<file path="src/spis_pkg.sv">
// shared constants for the sensor power and init sequencer
package spis_pkg;
    // ****************************************
    // bus addressing
    // ****************************************
    localparam logic [6:0] SLAVE_ADDR = 7'h44; // fixed 1000100
    localparam logic [7:0] REG_CFG1 = 8'h01; // configuration register 1
    localparam logic [7:0] REG_TEST1 = 8'h0E; // test register 1
    localparam logic [7:0] REG_TEST2 = 8'h0F; // test register 2
    // ****************************************
    // configuration register 1 fields
    // ****************************************
    localparam int CFG_RANGE_BIT = 1; // light range select
    localparam int CFG_LIGHT_IR_BIT = 0; // light_ir_select
    localparam int CFG_PROX_EN_BIT = 7; // proximity enable
    localparam int CFG_LIGHT_EN_BIT = 2; // light enable
    localparam logic [7:0] CFG1_RESET = 8'h00; // value after reset
    localparam logic [7:0] TEST_RESET = 8'h00; // test regs after reset
    localparam logic [7:0] RECOVER_KEY = 8'h29; // recovery key value
    // ****************************************
    // light range scale, lux per count times 10000
    // ****************************************
    localparam logic [15:0] SCALE_LOW = 16'h0146; // 0.0326
    localparam logic [15:0] SCALE_HIGH = 16'h1464; // 0.522
    // ****************************************
    // timing
    // ****************************************
    localparam int CLK_MHZ = 100; // clk_sys rate
    localparam int INTEG_MS = 100; // integration window
    localparam int INTEG_CYC = INTEG_MS * 1000 * CLK_MHZ; // cycles
    localparam int COUNT_W = 24; // window counter width
    localparam int CODE_W = 12; // conversion code width
    // ****************************************
    // two-wire slave states
    // ****************************************
    typedef enum logic [2:0]
    {
        ST_IDLE = 3'b000,
        ST_ADDR = 3'b001,
        ST_ACK = 3'b010,
        ST_DATA = 3'b011,
        ST_SKIP = 3'b100
    } spis_state_e;
endpackage

</file>
<file path="src/spis_light_conv.sv">
// light converter: windowed integration and lux scaling
`timescale 1ns/1ps
module spis_light_conv
#(
    parameter int WINDOW_CYC = spis_pkg::INTEG_CYC
)
(
    input wire logic clk_sys,
    input wire logic nrst,
    input wire logic enable,
    input wire logic range_high,
    input wire logic photo_pulse,
    output logic [11:0] code_q,
    output logic code_valid_q,
    output logic [27:0] lux_x10k_q
);
    // window counter and charge accumulator
    logic [23:0] win_q;
    logic [11:0] acc_q;
    wire win_end = (win_q == 24'(WINDOW_CYC - 1));
    wire [11:0] acc_inc = (acc_q == 12'hFFF) ? acc_q : acc_q + 12'h001;
    // closing count keeps the last cycle's pulse, so no charge is lost
    wire [11:0] acc_last = photo_pulse ? acc_inc : acc_q;
    wire [15:0] scale = range_high ? spis_pkg::SCALE_HIGH
                                   : spis_pkg::SCALE_LOW;
    wire [27:0] lux_next = 28'(acc_last) * 28'(scale); // lux times 10000
    // ****************************************
    // integration over whole mains periods
    // ****************************************
    always_ff @(posedge clk_sys or negedge nrst)
    begin
        if (!nrst)
        begin
            win_q <= 24'h000000;
            acc_q <= 12'h000;
            code_q <= 12'h000;
            code_valid_q <= 1'b0;
            lux_x10k_q <= 28'h0000000;
        end
        else if (!enable)
        begin
            // halted converter restarts its window
            win_q <= 24'h000000;
            acc_q <= 12'h000;
            code_valid_q <= 1'b0;
        end
        else if (win_end)
        begin
            // code linear in illuminance, lux = scale * code
            win_q <= 24'h000000;
            acc_q <= 12'h000;
            code_q <= acc_last;
            code_valid_q <= 1'b1;
            lux_x10k_q <= lux_next;
        end
        else
        begin
            win_q <= win_q + 24'h000001;
            if (photo_pulse)
                acc_q <= acc_inc;
        end
    end
endmodule

</file>
<file path="src/spis_top.sv">
// sensor power and init sequencer: two-wire slave and config
//****************************************
//****************************************
`timescale 1ns/1ps
module spis_top
#(
    parameter int WINDOW_CYC = spis_pkg::INTEG_CYC
)
(
    input wire logic clk_sys,
    input wire logic nrst,
    input wire logic scl_in,
    input wire logic sda_in,
    output logic sda_oe_n,
    input wire logic photo_pulse,
    output logic [7:0] cfg1_q,
    output logic [7:0] test1_q,
    output logic [7:0] test2_q,
    output logic power_down,
    output logic light_run,
    output logic [11:0] code_q,
    output logic code_valid_q,
    output logic [27:0] lux_x10k_q,
    output logic recovered_q
);
    // ****************************************
    // bus line sampling and conditions
    // ****************************************
    logic scl_q; // previous clock level
    logic sda_q; // previous data level
    wire scl_rise = scl_in & ~scl_q;
    wire scl_fall = ~scl_in & scl_q;
    wire start_c = scl_in & scl_q & sda_q & ~sda_in;
    wire stop_c = scl_in & scl_q & ~sda_q & sda_in;
    spis_pkg::spis_state_e st_q; // slave state
    spis_pkg::spis_state_e ret_q; // state after ack slot
    logic [7:0] sh_q; // receive shift register
    logic [3:0] bit_q; // bits received in the byte
    logic [1:0] byte_q; // bytes taken this transaction
    logic [7:0] idx_q; // register index byte
    logic ack_drive_q; // pull data low in ack slot
    logic [2:0] rec_q; // recovery progress
    wire [7:0] byte_in = {sh_q[6:0], sda_in};
    wire addr_hit = (byte_in[7:1] == spis_pkg::SLAVE_ADDR) & ~byte_in[0];
    wire byte_done = scl_rise & (bit_q == 4'h7);
    wire data_wr = (st_q == spis_pkg::ST_DATA) & byte_done & (byte_q == 2'h1);
    wire wr_cfg1 = data_wr & (idx_q == spis_pkg::REG_CFG1);
    wire wr_t1 = data_wr & (idx_q == spis_pkg::REG_TEST1);
    wire wr_t2 = data_wr & (idx_q == spis_pkg::REG_TEST2);
    // ****************************************
    // sampled line history
    // ****************************************
    always_ff @(posedge clk_sys or negedge nrst)
    begin
        if (!nrst)
        begin
            scl_q <= 1'b1;
            sda_q <= 1'b1;
        end
        else
        begin
            scl_q <= scl_in;
            sda_q <= sda_in;
        end
    end
    // ****************************************
    // byte receiver and ack slot
    // ****************************************
    always_ff @(posedge clk_sys or negedge nrst)
    begin
        if (!nrst)
        begin
            st_q <= spis_pkg::ST_IDLE;
            ret_q <= spis_pkg::ST_IDLE;
            sh_q <= 8'h00;
            bit_q <= 4'h0;
            byte_q <= 2'h0;
            idx_q <= 8'h00;
            ack_drive_q <= 1'b0;
        end
        else if (start_c)
        begin
            // start or repeated start opens a transaction
            st_q <= spis_pkg::ST_ADDR;
            bit_q <= 4'h0;
            byte_q <= 2'h0;
            ack_drive_q <= 1'b0;
        end
        else if (stop_c)
        begin
            st_q <= spis_pkg::ST_IDLE;
            ack_drive_q <= 1'b0;
        end
        else
        begin
            unique case (st_q)
                spis_pkg::ST_IDLE:
                    ack_drive_q <= 1'b0;
                spis_pkg::ST_ADDR:
                    if (scl_rise)
                    begin
                        sh_q <= byte_in;
                        bit_q <= bit_q + 4'h1;
                        if (bit_q == 4'h7)
                        begin
                            // other addresses and reads are ignored
                            st_q <= addr_hit ? spis_pkg::ST_ACK
                                             : spis_pkg::ST_SKIP;
                            ret_q <= spis_pkg::ST_DATA;
                        end
                    end
                spis_pkg::ST_ACK:
                    if (scl_fall)
                    begin
                        // hold data low across the ninth clock
                        ack_drive_q <= ~ack_drive_q;
                        if (ack_drive_q)
                        begin
                            st_q <= ret_q;
                            bit_q <= 4'h0;
                        end
                    end
                spis_pkg::ST_DATA:
                    if (scl_rise)
                    begin
                        sh_q <= byte_in;
                        bit_q <= bit_q + 4'h1;
                        if (bit_q == 4'h7)
                        begin
                            // index byte then data byte
                            if (byte_q == 2'h0)
                                idx_q <= byte_in;
                            byte_q <= (byte_q == 2'h2) ? byte_q
                                                       : byte_q + 2'h1;
                            st_q <= spis_pkg::ST_ACK;
                            ret_q <= spis_pkg::ST_DATA;
                        end
                    end
                spis_pkg::ST_SKIP:
                    ack_drive_q <= 1'b0;
                default:
                    st_q <= spis_pkg::ST_IDLE;
            endcase
        end
    end
    // ****************************************
    // configuration and test registers
    // ****************************************
    always_ff @(posedge clk_sys or negedge nrst)
    begin
        if (!nrst)
        begin
            cfg1_q <= spis_pkg::CFG1_RESET;
            test1_q <= spis_pkg::TEST_RESET;
            test2_q <= spis_pkg::TEST_RESET;
        end
        else
        begin
            if (wr_cfg1)
                cfg1_q <= byte_in;
            if (wr_t1)
                test1_q <= byte_in;
            if (wr_t2)
                test2_q <= byte_in;
        end
    end
    // ****************************************
    // recovery sequence tracker
    // ****************************************
    wire step_ok = (rec_q == 3'h0 & wr_cfg1 & byte_in == 8'h00)
        | (rec_q == 3'h1 & wr_t2 & byte_in == spis_pkg::RECOVER_KEY)
        | (rec_q == 3'h2 & wr_t1 & byte_in == 8'h00)
        | (rec_q == 3'h3 & wr_t2 & byte_in == 8'h00);
    always_ff @(posedge clk_sys or negedge nrst)
    begin
        if (!nrst)
            rec_q <= 3'h0;
        else if (step_ok)
            rec_q <= rec_q + 3'h1;
        else if (data_wr & rec_q != 3'h4)
            rec_q <= 3'h0;
    end
    assign recovered_q = (rec_q == 3'h4);
    // ****************************************
    // power state and light converter
    // ****************************************
    assign sda_oe_n = ~ack_drive_q;
    assign power_down = ~cfg1_q[spis_pkg::CFG_PROX_EN_BIT]
                      & ~cfg1_q[spis_pkg::CFG_LIGHT_EN_BIT];
    assign light_run = cfg1_q[spis_pkg::CFG_LIGHT_EN_BIT]
                     & ~cfg1_q[spis_pkg::CFG_LIGHT_IR_BIT];
    spis_light_conv #(.WINDOW_CYC(WINDOW_CYC)) u_conv
    (
        .clk_sys(clk_sys),
        .nrst(nrst),
        .enable(light_run),
        .range_high(cfg1_q[spis_pkg::CFG_RANGE_BIT]),
        .photo_pulse(photo_pulse),
        .code_q(code_q),
        .code_valid_q(code_valid_q),
        .lux_x10k_q(lux_x10k_q)
    );
    // ****************************************
    // checks
    // ****************************************
    a_pd_follows_cfg: assert property (
        @(posedge clk_sys) disable iff (!nrst)
        (cfg1_q == 8'h00) |-> power_down)
        else $error("power-down missing with cleared config");
    a_zero_clears: assert property (
        @(posedge clk_sys) disable iff (!nrst)
        (wr_cfg1 && byte_in == 8'h00)
        |=> (cfg1_q == 8'h00 && power_down))
        else $error("zero write did not clear config");
    a_addr_only: assert property (
        @(posedge clk_sys) disable iff (!nrst)
        (st_q == spis_pkg::ST_ADDR && byte_done && !addr_hit && !start_c
         && !stop_c) |=> (st_q == spis_pkg::ST_SKIP))
        else $error("foreign address taken");
    a_ack_low: assert property (
        @(posedge clk_sys) disable iff (!nrst)
        $rose(ack_drive_q) |-> (st_q == spis_pkg::ST_ACK))
        else $error("data pulled outside ack slot");
    a_idle_stop: assert property (
        @(posedge clk_sys) disable iff (!nrst)
        (stop_c && !start_c)
        |=> (st_q == spis_pkg::ST_IDLE && !ack_drive_q))
        else $error("stop not honoured");
    // scale is the range bit the converter saw at the window end
    a_range_scale: assert property (
        @(posedge clk_sys) disable iff (!nrst)
        $rose(code_valid_q) |-> (lux_x10k_q == code_q
        * ($past(cfg1_q[spis_pkg::CFG_RANGE_BIT]) ? spis_pkg::SCALE_HIGH
        : spis_pkg::SCALE_LOW)))
        else $error("lux scale wrong");
    a_conv_off: assert property (
        @(posedge clk_sys) disable iff (!nrst)
        !light_run |=> !code_valid_q)
        else $error("conversion while not in light mode");
    a_cfg_write: assert property (
        @(posedge clk_sys) disable iff (!nrst)
        wr_cfg1 |=> (cfg1_q == $past(byte_in)))
        else $error("config write lost");
    c_recovered: cover property (@(posedge clk_sys) disable iff (!nrst)
        $rose(recovered_q));
    c_conv_done: cover property (@(posedge clk_sys) disable iff (!nrst)
        $rose(code_valid_q));
    c_pd_entry: cover property (@(posedge clk_sys) disable iff (!nrst)
        $rose(power_down));
endmodule

</file>
<file path="config.mk">
export PLATFORM = sky130hd
export DESIGN_NAME = spis_top
export DESIGN_NICKNAME = d
export VERILOG_FILES = /design/src/spis_pkg.sv /design/src/spis_light_conv.sv /design/src/spis_top.sv
export SDC_FILE = /design/constraint.sdc
export NUM_CORES = 1
export LEC_CHECK = 0
export BUFFER_PORTS_ARGS = -buffer_cell sky130_fd_sc_hd__clkbuf_2
export CORE_MARGIN = 5
export CORE_UTILIZATION = 55
export DETAILED_ROUTE_END_ITERATION = 12
export PLACE_DENSITY_LB_ADDON = 0.3
export SETUP_SLACK_MARGIN = 0.02
export SLEW_MARGIN = 10
export SYNTH_ARGS = -nofsm -noshare
export SYNTH_HDL_FRONTEND = slang
export SYNTH_HIERARCHICAL = 1
export SYNTH_SLANG_ARGS = --single-unit
</file>
<file path="constraint.sdc">
create_clock -name clk_sys -period 16.55 [get_ports clk_sys]
set_input_delay 1.655 -clock clk_sys [delete_from_list [all_inputs] [get_ports clk_sys]]
set_output_delay 1.655 -clock clk_sys [all_outputs]
set_load 0.05 [all_outputs]
</file>
======== Word level (Yosys, flattened, before mapping) ========
Cells that the tools add are included.
storage, ports and cells
  register bits after elaboration ......... 132
  output and inout port bits .............. 69
  logic and storage cells ................. 151
  input bits .............................. 5
operators by class
  reduce and logical (&&, ||, !) cells .... 20
  $mul .................................... 1
  muxes and demuxes ....................... 37
  bitwise logic cells ..................... 38
  add/sub/neg operators ................... 5
  eq/ne operators ......................... 32
operators by type and width
  operator                                                         number
  12-bit two-way mux                                               4
  24-bit two-way mux                                               2
  3-bit two-way mux                                                11
  12-bit by 16-bit multiplier with 28-bit output                   1
  1-bit bitwise AND                                                25
  24-bit by 1-bit adder with 24-bit output, second input constant  1
  24-bit == test, second input constant                            1
  4-bit != test, second input constant                             6
  4-bit two-way mux                                                5
  8-bit by 4-bit == test with 1-bit output, second input constant  2
  5-bit AND reduction                                              3
  13-bit two-way mux                                               1
  12-bit by 1-bit adder with 12-bit output, second input constant  1
  12-bit == test, second input constant                            1
  3-bit by 2-bit == test with 1-bit output, second input constant  4
  2-bit two-way mux                                                6
  3-bit one-hot mux with 4 select lines                            1
  1-bit NOT                                                        10
  3-bit != test, second input constant                             3
  8-bit by 1-bit == test with 1-bit output, second input constant  1
  8-bit by 6-bit == test with 1-bit output, second input constant  1
  8-bit logical NOT                                                1
  4-bit one-hot mux with 2 select lines                            1
  2-bit nonzero test                                               4
  other kinds (23)                                                 37

======== Longest topological paths before layout ========
Gate-level depths: netlist (run 1).
  depth after elaboration ................. 12
  depth in mapped cells ................... 25
  mapped depth without buffers ............ 24

======== Hierarchy ========
The synthesis (run 1) kept the hierarchy.
modules (own cells, without submodules)
  module           area each (um2)  instances  seq. area each (um2)  cells an instance
  spis_light_conv  6381.1           1          1826.8                710
  spis_top         2578.7           1          1378.8                212

======== Worst setup path after synthesis (run 1) ========
No wires, ideal clock.
  path kind ............................... input to register
  start point ............................. input port photo_pulse
  end point ............................... register u_conv.lux_x10k_q[24]
  required time ........................... 16468 ps
  buffers on the path ..................... 1
  cell stages on the path ................. 22
  slack ................................... 9864 ps
  library setup time ...................... 82 ps
  arrival ................................. 6604 ps
  cells stage by stage .................... nand3_1 > nor2_1 > nand4_1 > o31ai_1 > inv_1 > ha_1 > inv_1 > fa_1 > inv_1 > fa_1 > inv_1 > fa_1 > fa_1 > inv_1 > ha_1 > clkbuf_1 > nand2_1 > a211oi_1 > nand2_1 > a2111oi_0 > o21ai_0 > a31oi_1
on the way
  word-level cells in the longest chain between the ends .. 2
RTL lines
  item                                            line                   text
  start, declared                                 spis_top.sv:15         input wire logic photo_pulse,
  12-bit two-way mux                              --
  net u_conv.acc_last[10]                         spis_light_conv.sv:23  wire [11:0] acc_last = photo_pulse ? acc_inc : acc_q;
  12-bit by 16-bit multiplier with 28-bit output  spis_light_conv.sv:26  wire [27:0] lux_next = 28'(acc_last) * 28'(scale);
  end signal, assigned                            spis_light_conv.sv:54  lux_x10k_q <= lux_next;
  end, declared                                   spis_light_conv.sv:15  output logic [27:0] lux_x10k_q
The timed path passes the listed nets, and every way through them passes these cells.
A chain may end at the register's enable or synchronous reset.

======== Worst setup path in the final report (run 1) ========
  start point ............................. input port photo_pulse
  end point ............................... register u_conv.lux_x10k_q[21]
Same word-level chain as after synthesis.

==> results.cfg, run 1 <==
[run_status]
outcome = completed

[worst_setup_path]
cp.required_ns = 16.86
endpoint_kind = flip-flop
regToRegStartpoint = u_conv/acc_q[0]$_DFF_PN0_
setup.worst_path.start_class = input port
r2r_slack_ns = 10.18
worstSetupPathType = input port to flip-flop
r2r-end = u_conv/lux_x10k_q[21]$_DFFE_PN0P_
crit_fanout = 6
arrival_ns = 7.39
r2r_cells = 22

[place]
dp_cells = 1186
pre_cts_slack_ns = 9.13
port_buffers = 69
placed_area_sq_um = 9490
gp_congestion = 0.906
dp_hpwl_um = 14200

[hold_path]
hp-start = u_conv/lux_x10k_q[3]$_DFFE_PN0P_
min_to = u_conv/lux_x10k_q[3]$_DFFE_PN0P_
hold_depth = 2
hold_class = flip-flop to flip-flop

[detailed_routing]
wl_per_cell_um = 15.4
vias = 6613
drtPass1Iterations = 4
first_iter_violations = 365
ant_nets = 0
drc_errors = 0
vias_per_cell = 5.43
wl_um = 18700

[global_route]
use_met3_pct = 4.75
grtUsageMet2_pct = 35.9
antenna_found_initial = 0
grtUsageTotal_pct = 21.4
grtUsageMet1_pct = 28.3
first_global_vias = 6582
grt_start_max_net_pins = 75
grt_pass1_wl_um = 32100
busiest_layer = met2
grt.overflow.total = 0

[die]
die-height_um = 138
die_x_um = 138
core_area_sq_um = 15900
rows = 46
ios = 74
initial_utilization_pct = 56.2
die-area_sq_um = 18900

[yosys]
yosysTopAreaCell = dfrtp_1
synthDominantCellAreaShare_pct = 35.2
synth_top_family_by_area = adder cells
ys_ff_latch = 128
synth_edf_count = 0
synth_mux_area_share_pct = 5.70
yosys.area_share.simple_pct = 15.3
syn_area_per_cell_sq_um = 9.72
syn_area_sq_um = 8960
synth_flop_cell = dfrtp_1
yosysWarningCount = 6
synthXorXnorAreaFrac_pct = 3.90
synth_compound_area_share_pct = 8.84
netlist_instances = 922
ys_top_cells_by_area = dfrtp_1 35%, ha_1 14%, fa_1 9.4%, inv_1 5.5%, mux2_2 5.0%
synthAdderAreaFrac_pct = 23.3
synth_cell_type_count = 70
synth-seq-area-share_pct = 35.8
synthArstFlopShare_pct = 100

[clock_network]
clock-sinks = 128
tritoncts = built
root_buffer = clkbuf_16
path_clk_slew_ns = 0.06
post_cts_buffers = 0
cts_buffers = 17
clk_latency_ns = 0.42
cts.htree.levels = 4
ctsHoldBuffers = 0
post_cts_resized = 0
cts_buffer_depth = 2

[sta]
rsz0062_at_grt = no
period_needed_ns = 7.07
holdWs_ns = 0.476
setup_viol = 0
setup_slack_ns = 9.48
fin_skew_ns = 0.0122
slew_headroom_pct = 30.4
hold_viol_final = 0
worst_slew_pin_slew_ns = 1.04
fin_crit_sh_pct = 42.7
fin_setup_tns_ns = 0
maxSlewViolCount = 0
fmax_ghz = 0.141

[cells_and_area]
drive_gt1_share_pct = 16.6
num-nets-final = 1136
final_cells = 1217
area_delta_synth_final_pct = 12.4
fillers = 1308
antennaDiodeCount = 0
fin_util_pct = 63.1
post-route-cell-area_sq_um = 10100

[pwr]
p_leak_nw = 5.20
totalPowerFinal_mw = 0.768
irDropWorstVdd_mv = 0.0682
powerDensity_nw_per_um2 = 76.2

[flow_run]
maxCapViolCount = 0
==> critical path: stages <==
cell and delay [ns]:
clkbuf_2 0.13, nand3_1 0.11, nor2_1 0.30, nand4_1 0.14, o31ai_1 0.55, inv_1 0.16
ha_1 0.32, inv_1 0.05, fa_1 0.53, inv_1 0.06, fa_1 0.53, inv_1 0.06
fa_1 0.51, fa_1 0.54, inv_1 0.04, ha_1 0.37, and4_1 0.27, nand3_1 0.09
a211oi_1 0.39, o21ai_0 0.19, and3_1 0.21, o31ai_1 0.18
==> per-layer routing <==
metal  part of all wire [%]  vias up  routed length [um]
li1                       -     3226                   -
met1                     45     3233                8390
met2                     50      133                9350
met3                    4.3       21                 813
met4                    1.1        0                 197
met5                      0        -                   0
==> synth_stat cells, types with 3 or more instances <==
cell type  instances
and3_1            11
dfrtp_1          126
a21o_1             7
a21oi_1           25
mux2i_1            6
and4_1             3
and2_1             3
nand4_1           15
nand3_1           25
inv_1            132
nor3_1             8
buf_4              4
a211oi_1           6
o21ai_0           46
clkbuf_1          21
or4_1              4
nor4_1             5
nand2b_1           5
ha_1             100
o211ai_1           4
xnor2_1           18
or3_1              4
nand2_1           83
or2_2              4
nor2_1            84
o21a_1             8
a31o_2             3
a31oi_1            5
nor2b_1            4
o31ai_1            6
fa_1              42
mux2_2            40
xor2_1            20
==> layout by cell type (no fill, tap or decap), drive strengths merged, types with 5 or more instances in the layout <==
cell type / n
a31oi: 5
xnor2: 18
nor2: 84
nor4: 5
nand2b: 5
ha: 100
and3: 11
a21o: 7
inv: 134
or4: 5
xor2: 21
o21ai: 48
nor3: 11
o31ai: 6
clkinvlp: 5
mux2: 40
a21oi: 25
nand2: 84
nand4: 16
clkbuf: 86
dfrtp: 126
mux2i: 6
fa: 42
nand3: 25
o21a: 8
a211oi: 6
conb: 8
==> worst max-delay path by stage <==
stage / start / end / cells after the start / slack [ns]
6_report: photo_pulse / u_conv/lux_x10k_q[21]$_DFFE_PN0P_ / 22 / 9.48
5_1_grt: photo_pulse / u_conv/lux_x10k_q[24]$_DFFE_PN0P_ / 22 / 9.16
4_1_cts: photo_pulse / u_conv/lux_x10k_q[24]$_DFFE_PN0P_ / 22 / 9.57
3_5_place_dp: photo_pulse / u_conv/lux_x10k_q[24]$_DFFE_PN0P_ / 22 / 9.13
2_1_floorplan: photo_pulse / u_conv/lux_x10k_q[24]$_DFFE_PN0P_ / 22 / 9.86
3_3_place_gp: photo_pulse / u_conv/lux_x10k_q[21]$_DFFE_PN0P_ / 22 / 9.37
==> power by group <==
part           internal, mW  switching [mW]  total, mW
clock                 0.225           0.141      0.365
combinational        0.0224          0.0313     0.0536
sequential            0.326          0.0231      0.349
==> logic make-up (layout without fill, tap and decap cells) <==
group,after synthesis,after routing
other,2,8
adders and majority gates,142,142
AOI/OAI and AO/OA,127,127
DFF,128,128
muxes,46,46
and+or+nand+nor,276,276
buffers and inverters,162,235
xor gates and xnor gates,39,39
==> flip-flops by register name (all words and copies together) (netlist names), 2 cells and up <==
name and flops:
u_conv/lux_x10k_q 24, u_conv/win_q 24, u_conv/acc_q 12, u_conv/code_q 12, cfg1_q 8, idx_q 8
test1_q 8, test2_q 8, sh_q 7, bit_q 4, rec_q 3, st_q 3
byte_q 2
==> area by class of cell <==
cell class | count | area (sq um) | area share (%)
clock buffers | 18 | 439 | 4.36
clock inverters | 13 | 139 | 1.38
inverters | 132 | 495 | 4.92
multi-input cells | 638 | 5150 | 51.1
flip-flops and latches | 128 | 3210 | 31.8
well taps | 216 | 270 | 2.68
repair buffers | 72 | 370 | 3.68
No activity file was read; power rests on OpenSTA's default activity.
==> inputs of run 2 (changes only) <==
- clock period: 16.55 -> 6.8 ns (I/O delays scaled with it)
==> run 2 against run 1 <==
  * Register-to-register slack worse by 9.7 ns
  * Die area did not move
  * Core utilization increased by 0.16 points
  * Hold slack got worse by 0.31 ns
  * Critical path type is now flip-flop to flip-flop
  * Routed wire length down 0.58%
  * Combinational power rose by 140%
  * Sequential share of layout area down 0.083 points
  * Worst setup slack lost 9.0 ns
  * Largest cell class unchanged
  * Cell area grew 0.26%
  * Total power grew 150%
  * Critical path depth did not move
  * Clock skew down 0.0031 ns
==> results.cfg, run 2 (synthesis gave the netlist of run 1 again) <==
[sta]
period_needed_ns = 6.32
fin_setup_tns_ns = 0
rsz0062_at_grt = no
slew_headroom_pct = 29.2
fin_crit_sh_pct = 93.0
setup_viol = 0
fin_skew_ns = 0.00919
maxSlewViolCount = 0
holdWs_ns = 0.171
worst_slew_pin_slew_ns = 1.06
setup_slack_ns = 0.479
fmax_ghz = 0.158
hold_viol_final = 0

[worst_setup_path]
setup.worst_path.start_class = flip-flop
endpoint_kind = flip-flop
regToRegStartpoint = u_conv/acc_q[0]$_DFF_PN0_
r2r_slack_ns = 0.48
worstSetupPathType = flip-flop to flip-flop
arrival_ns = 6.65
r2r-end = u_conv/lux_x10k_q[21]$_DFFE_PN0P_
cp.required_ns = 7.13
r2r_cells = 22
crit_fanout = 6

[cells_and_area]
drive_gt1_share_pct = 16.8
mostFrequentLayoutCells = 132 x inv_1, 126 x dfrtp_1, 100 x ha_1, 84 x nor2_1, 83 x nand2_1
num-nets-final = 1138
final_cells = 1220
post-route-cell-area_sq_um = 10100
largestRegisters = u_conv/lux_x10k_q (24), u_conv/win_q (24)
area_delta_synth_final_pct = 12.7
final-seq-area_sq_um = 3210
layout_commonest_cell = inv_1
fillers = 1349
fin_util_pct = 63.3
antennaDiodeCount = 0
multiInputGateArea_sq_um = 5150

[clock_network]
cts_buffer_depth = 2
clock-sinks = 128
root_buffer = clkbuf_16
post_cts_buffers = 0
clk_latency_ns = 0.42
path_clk_slew_ns = 0.06
cts_buffers = 17
ctsHoldBuffers = 0
post_cts_resized = 0
tritoncts = built
cts.htree.levels = 4

[global_route]
grt_start_max_net_pins = 66
grtUsageTotal_pct = 20.8
antenna_found_initial = 0
grt.overflow.total = 0
first_global_vias = 6520
grt_pass1_wl_um = 31200

[die]
rows = 46
die-height_um = 138
die-area_sq_um = 18900
ios = 74
initial_utilization_pct = 56.2
core_area_sq_um = 15900
die_x_um = 138

[pwr]
irDropWorstVdd_mv = 0.190
p_leak_nw = 5.22
totalPowerFinal_mw = 1.88
powerDensity_nw_per_um2 = 187

[detailed_routing]
vias_per_cell = 5.43
wl_um = 18600
drtPass1Iterations = 7
first_iter_violations = 325
vias = 6622
wl_per_cell_um = 15.3
drc_errors = 0
ant_nets = 0

[place]
gp_congestion = 0.889
dp_hpwl_um = 14000
pre_cts_slack_ns = 0.354
port_buffers = 69
dp_cells = 1188
placed_area_sq_um = 9500

[flow_run]
maxCapViolCount = 0

[run_status]
outcome = completed

[hold_path]
hold_class = input port to async pin
-- run 2: changes by cell type in the layout (fill, tap and decap cells not counted) --
| cell | delta |
|---|---|
| buf_4 | +2 |
| clkbuf_8 | -1 |
| clkinv_2 | -2 |
| clkinv_4 | +4 |
-- run 2: layout make-up --
class                      instances  share of cell area (%)
multi-input combinational        638                    51.0
sequential                       128                    31.8
inverter                         132                    4.91
clock buffer                      17                    4.21
timing repair buffer              74                    3.82
tap                              216                    2.68
clock inverter                    15                    1.62
-- run 2: critical path: stages, from the launching register on --
cell,delay [ns]
dfrtp_1,0.41
ha_1,0.22
nand3_1,0.11
nor2_1,0.31
nand4_1,0.14
o31ai_1,0.56
inv_1,0.16
ha_1,0.33
inv_1,0.05
fa_1,0.53
inv_1,0.06
fa_1,0.54
inv_1,0.06
fa_1,0.50
fa_1,0.55
inv_1,0.04
ha_1,0.37
and4_1,0.27
nand3_1,0.09
a211oi_1,0.38
o21ai_0,0.17
and3_1,0.21
o31ai_1,0.17
-- run 2: routing by layer --
layer / vias to the layer above / GRT usage [%] / routed length (um)
li1: 3225 / - / -
met1: 3211 / 27.3 / 8220
met2: 167 / 35.0 / 9250
met3: 19 / 5.26 / 995
met4: 0 / 4.60 / 173
met5: - / 0 / 0
-- run 2: how the worst max path moves through the flow --
stage	start	end	slack, ns	cells past startpoint
after floorplan	photo_pulse	u_conv/lux_x10k_q[24]$_DFFE_PN0P_	1.09	22
after global placement	photo_pulse	u_conv/lux_x10k_q[21]$_DFFE_PN0P_	0.55	22
after detailed placement	photo_pulse	u_conv/lux_x10k_q[24]$_DFFE_PN0P_	0.35	22
after CTS	u_conv/acc_q[0]$_DFF_PN0_	u_conv/lux_x10k_q[21]$_DFFE_PN0P_	0.51	22
after global routing	u_conv/acc_q[0]$_DFF_PN0_	u_conv/lux_x10k_q[24]$_DFFE_PN0P_	0.03	22
final	u_conv/acc_q[0]$_DFF_PN0_	u_conv/lux_x10k_q[21]$_DFFE_PN0P_	0.48	22
-- run 2: power by group --
group          switching [mW]  total (mW)  internal [mW]
Clock                   0.364       0.907          0.543
Combinational          0.0744       0.129         0.0550
Sequential             0.0552       0.848          0.793
Total                   0.494        1.88           1.39
==> inputs of run 3 (changes only) <==
- CTS_BUF_LIST: not set -> sky130_fd_sc_hd__clkbuf_8 sky130_fd_sc_hd__clkbuf_16
- GPL_TIMING_DRIVEN: not set -> 0
==> run 3 against run 2 <==
  * Die area is the same
  * Fmax barely moved
  * First-iteration DRC count rose by 24%
  * Highest routed layer unchanged
  * Register-to-register slack is essentially flat
  * Routed wire length rose by 4.8%
  * Sequential power is 0.6% lower
  * Critical path depth is 1 higher
  * Via count is 3.0% higher
  * Sequential share of layout area decreased by 0.40 points
  * Final cell count is 2.1% higher
==> results.cfg, run 3 (synthesis gave the netlist of run 1 again) <==
[global_route]
antenna_found_initial = 0
grt_pass1_wl_um = 32900
first_global_vias = 6743
grtUsageTotal_pct = 22.2
grt.overflow.total = 0
grt_start_max_net_pins = 83

[sta]
hold_viol_final = 0
fin_setup_tns_ns = 0
fin_crit_sh_pct = 92.9
slew_headroom_pct = 42.6
rsz0062_at_grt = no
worst_slew_pin_slew_ns = 0.856
maxSlewViolCount = 0
fmax_ghz = 0.158
fin_skew_ns = 0.0108
setup_viol = 0
period_needed_ns = 6.32
setup_slack_ns = 0.482

[place]
dp_hpwl_um = 15000
port_buffers = 69
gp_congestion = 0.909
pre_cts_slack_ns = 0.172

[die]
core_area_sq_um = 15900
die-height_um = 138
initial_utilization_pct = 56.2
die_x_um = 138
rows = 46
ios = 74
die-area_sq_um = 18900

[worst_setup_path]
worstSetupPathType = flip-flop to flip-flop
setup.worst_path.start_class = flip-flop
endpoint_kind = flip-flop
cp.required_ns = 7.14
path_common_cell = inv_1
crit_slowest_cell = fa_1
cp_cell_sequence = ha_1 -> nand3_1 -> nor2_1 -> nand4_1 -> o31ai_2 -> inv_1 -> ha_1 -> inv_1 -> fa_1 -> inv_1 -> fa_1 -> inv_1 -> fa_1 -> fa_1 -> inv_1 -> ha_1 -> clkbuf_1 -> nand2_1 -> a211oi_1 -> nand2_1 -> a2111oi_0 -> o21ai_0 -> a31oi_1
crit_fanout = 7
worst_path_largest_cell_delay_ns = 0.54
arrival_ns = 6.66

[clock_network]
cts.htree.levels = 4
clock-sinks = 128
post_cts_buffers = 0
root_buffer = clkbuf_16
cts_buffer_depth = 2
tritoncts = built
cts_buffers = 17
clk_latency_ns = 0.42
path_clk_slew_ns = 0.06

[pwr]
pwr-share-comb_pct = 8.0
power.switching_mw = 0.483
powerDensity_nw_per_um2 = 184
internal_power_mw = 1.40
p_leak_nw = 5.29
p_seq_share_pct = 44.7
irDropWorstVdd_mv = 0.180
swShare_pct = 25.6
clockPowerShare_pct = 47.3

[hold_path]
hold_class = input port to async pin

[flow_run]
maxCapViolCount = 0

[detailed_routing]
drtPass1Iterations = 5
ant_nets = 0
vias = 6823
first_iter_violations = 404
wl_um = 19500
vias_per_cell = 5.48
wl_per_cell_um = 15.7
drc_errors = 0

[cells_and_area]
largestRegisters = u_conv/lux_x10k_q (24), u_conv/win_q (24)
area_delta_synth_final_pct = 14.1
mostFrequentLayoutCells = 133 x inv_1, 126 x dfrtp_1, 100 x ha_1, 84 x nor2_1, 83 x nand2_1
num-nets-final = 1164
layout_commonest_cell = inv_1
antennaDiodeCount = 0
drive_gt1_share_pct = 16.7

[run_status]
outcome = completed
## run 3: path summary, 6_finish.rpt
check                           cells past startpoint  slack (ns)                        startpoint                           endpoint
max in group asynchronous                           2        5.86                              nrst                    sda_q$_DFF_PN1_
min in group clk_sys                                1        0.34                            sda_in                    sda_q$_DFF_PN1_
worst max register to register                     23        0.48         u_conv/acc_q[0]$_DFF_PN0_  u_conv/lux_x10k_q[24]$_DFFE_PN0P_
worst min register to register                      2        0.47  u_conv/lux_x10k_q[9]$_DFFE_PN0P_   u_conv/lux_x10k_q[9]$_DFFE_PN0P_
worst max-delay path                               23        0.48         u_conv/acc_q[0]$_DFF_PN0_  u_conv/lux_x10k_q[24]$_DFFE_PN0P_
worst min-delay path                                1        0.19                              nrst   u_conv/lux_x10k_q[4]$_DFFE_PN0P_
## run 3: critical path, delay by kind of cell (launching register included)
| kind | cells | cell delay [ns] |
|---|---|---|
| buf+inv | 6 | 0.60 |
| flops | 1 | 0.41 |
| simple gates | 5 | 0.87 |
| compound gates | 5 | 1.49 |
| fa+ha+maj | 7 | 2.87 |
## run 3: area by class of cell
class                   instances  area (sq um)
plain buffers                  30           139
clock inverters                14           140
flip-flops and latches        128          3210
well taps                     216           270
clock buffers                  18           439
repair buffers                 70           382
multi-input cells             638          5150
fillers                      1335          5720
inverters                     132           495
## run 3: power by group through the flow
stage	registers, mW	logic (mW)	clock network (mW)
global route	0.848	0.170	0.949
floorplan	0.834	0.108	0
detailed placement	0.853	0.149	0
finish	0.843	0.150	0.891
CTS	0.841	0.151	0.907
global placement	0.852	0.141	0
## run 3: per-stage QoR
step / total power, mW / cell area [sq um] / utilization (%) / cells / hold slack (ns)
after floorplan: 0.941 / 8980 / - / 928 / 0.384
after global placement: 0.993 / 9600 / 60.2 / 1213 / 0.456
after detailed placement: 1.00 / 9630 / 60.4 / 1214 / 0.469
after CTS: 1.90 / 10200 / 64.1 / 1246 / 0.199
after global routing: 1.97 / 10200 / 64.1 / 1246 / 0.213
final: 1.88 / 10200 / 64.1 / 1246 / 0.187
## run 3: routing by layer
layer | vias to the layer above | global-route usage [%] | share of wire [%]
met2 | 140 | 37.3 | 50
met4 | 0 | 6.37 | 1.6
met5 | - | 0 | 0
met3 | 25 | 5.41 | 4.8
met1 | 3380 | 28.4 | 44
li1 | 3278 | - | -
## run 3: timing repair
action / 4_1_cts / 5_1_grt
setup endpoints to repair: 0 / 4
resized for setup: 0 / 2
hold buffers: 0 / 0
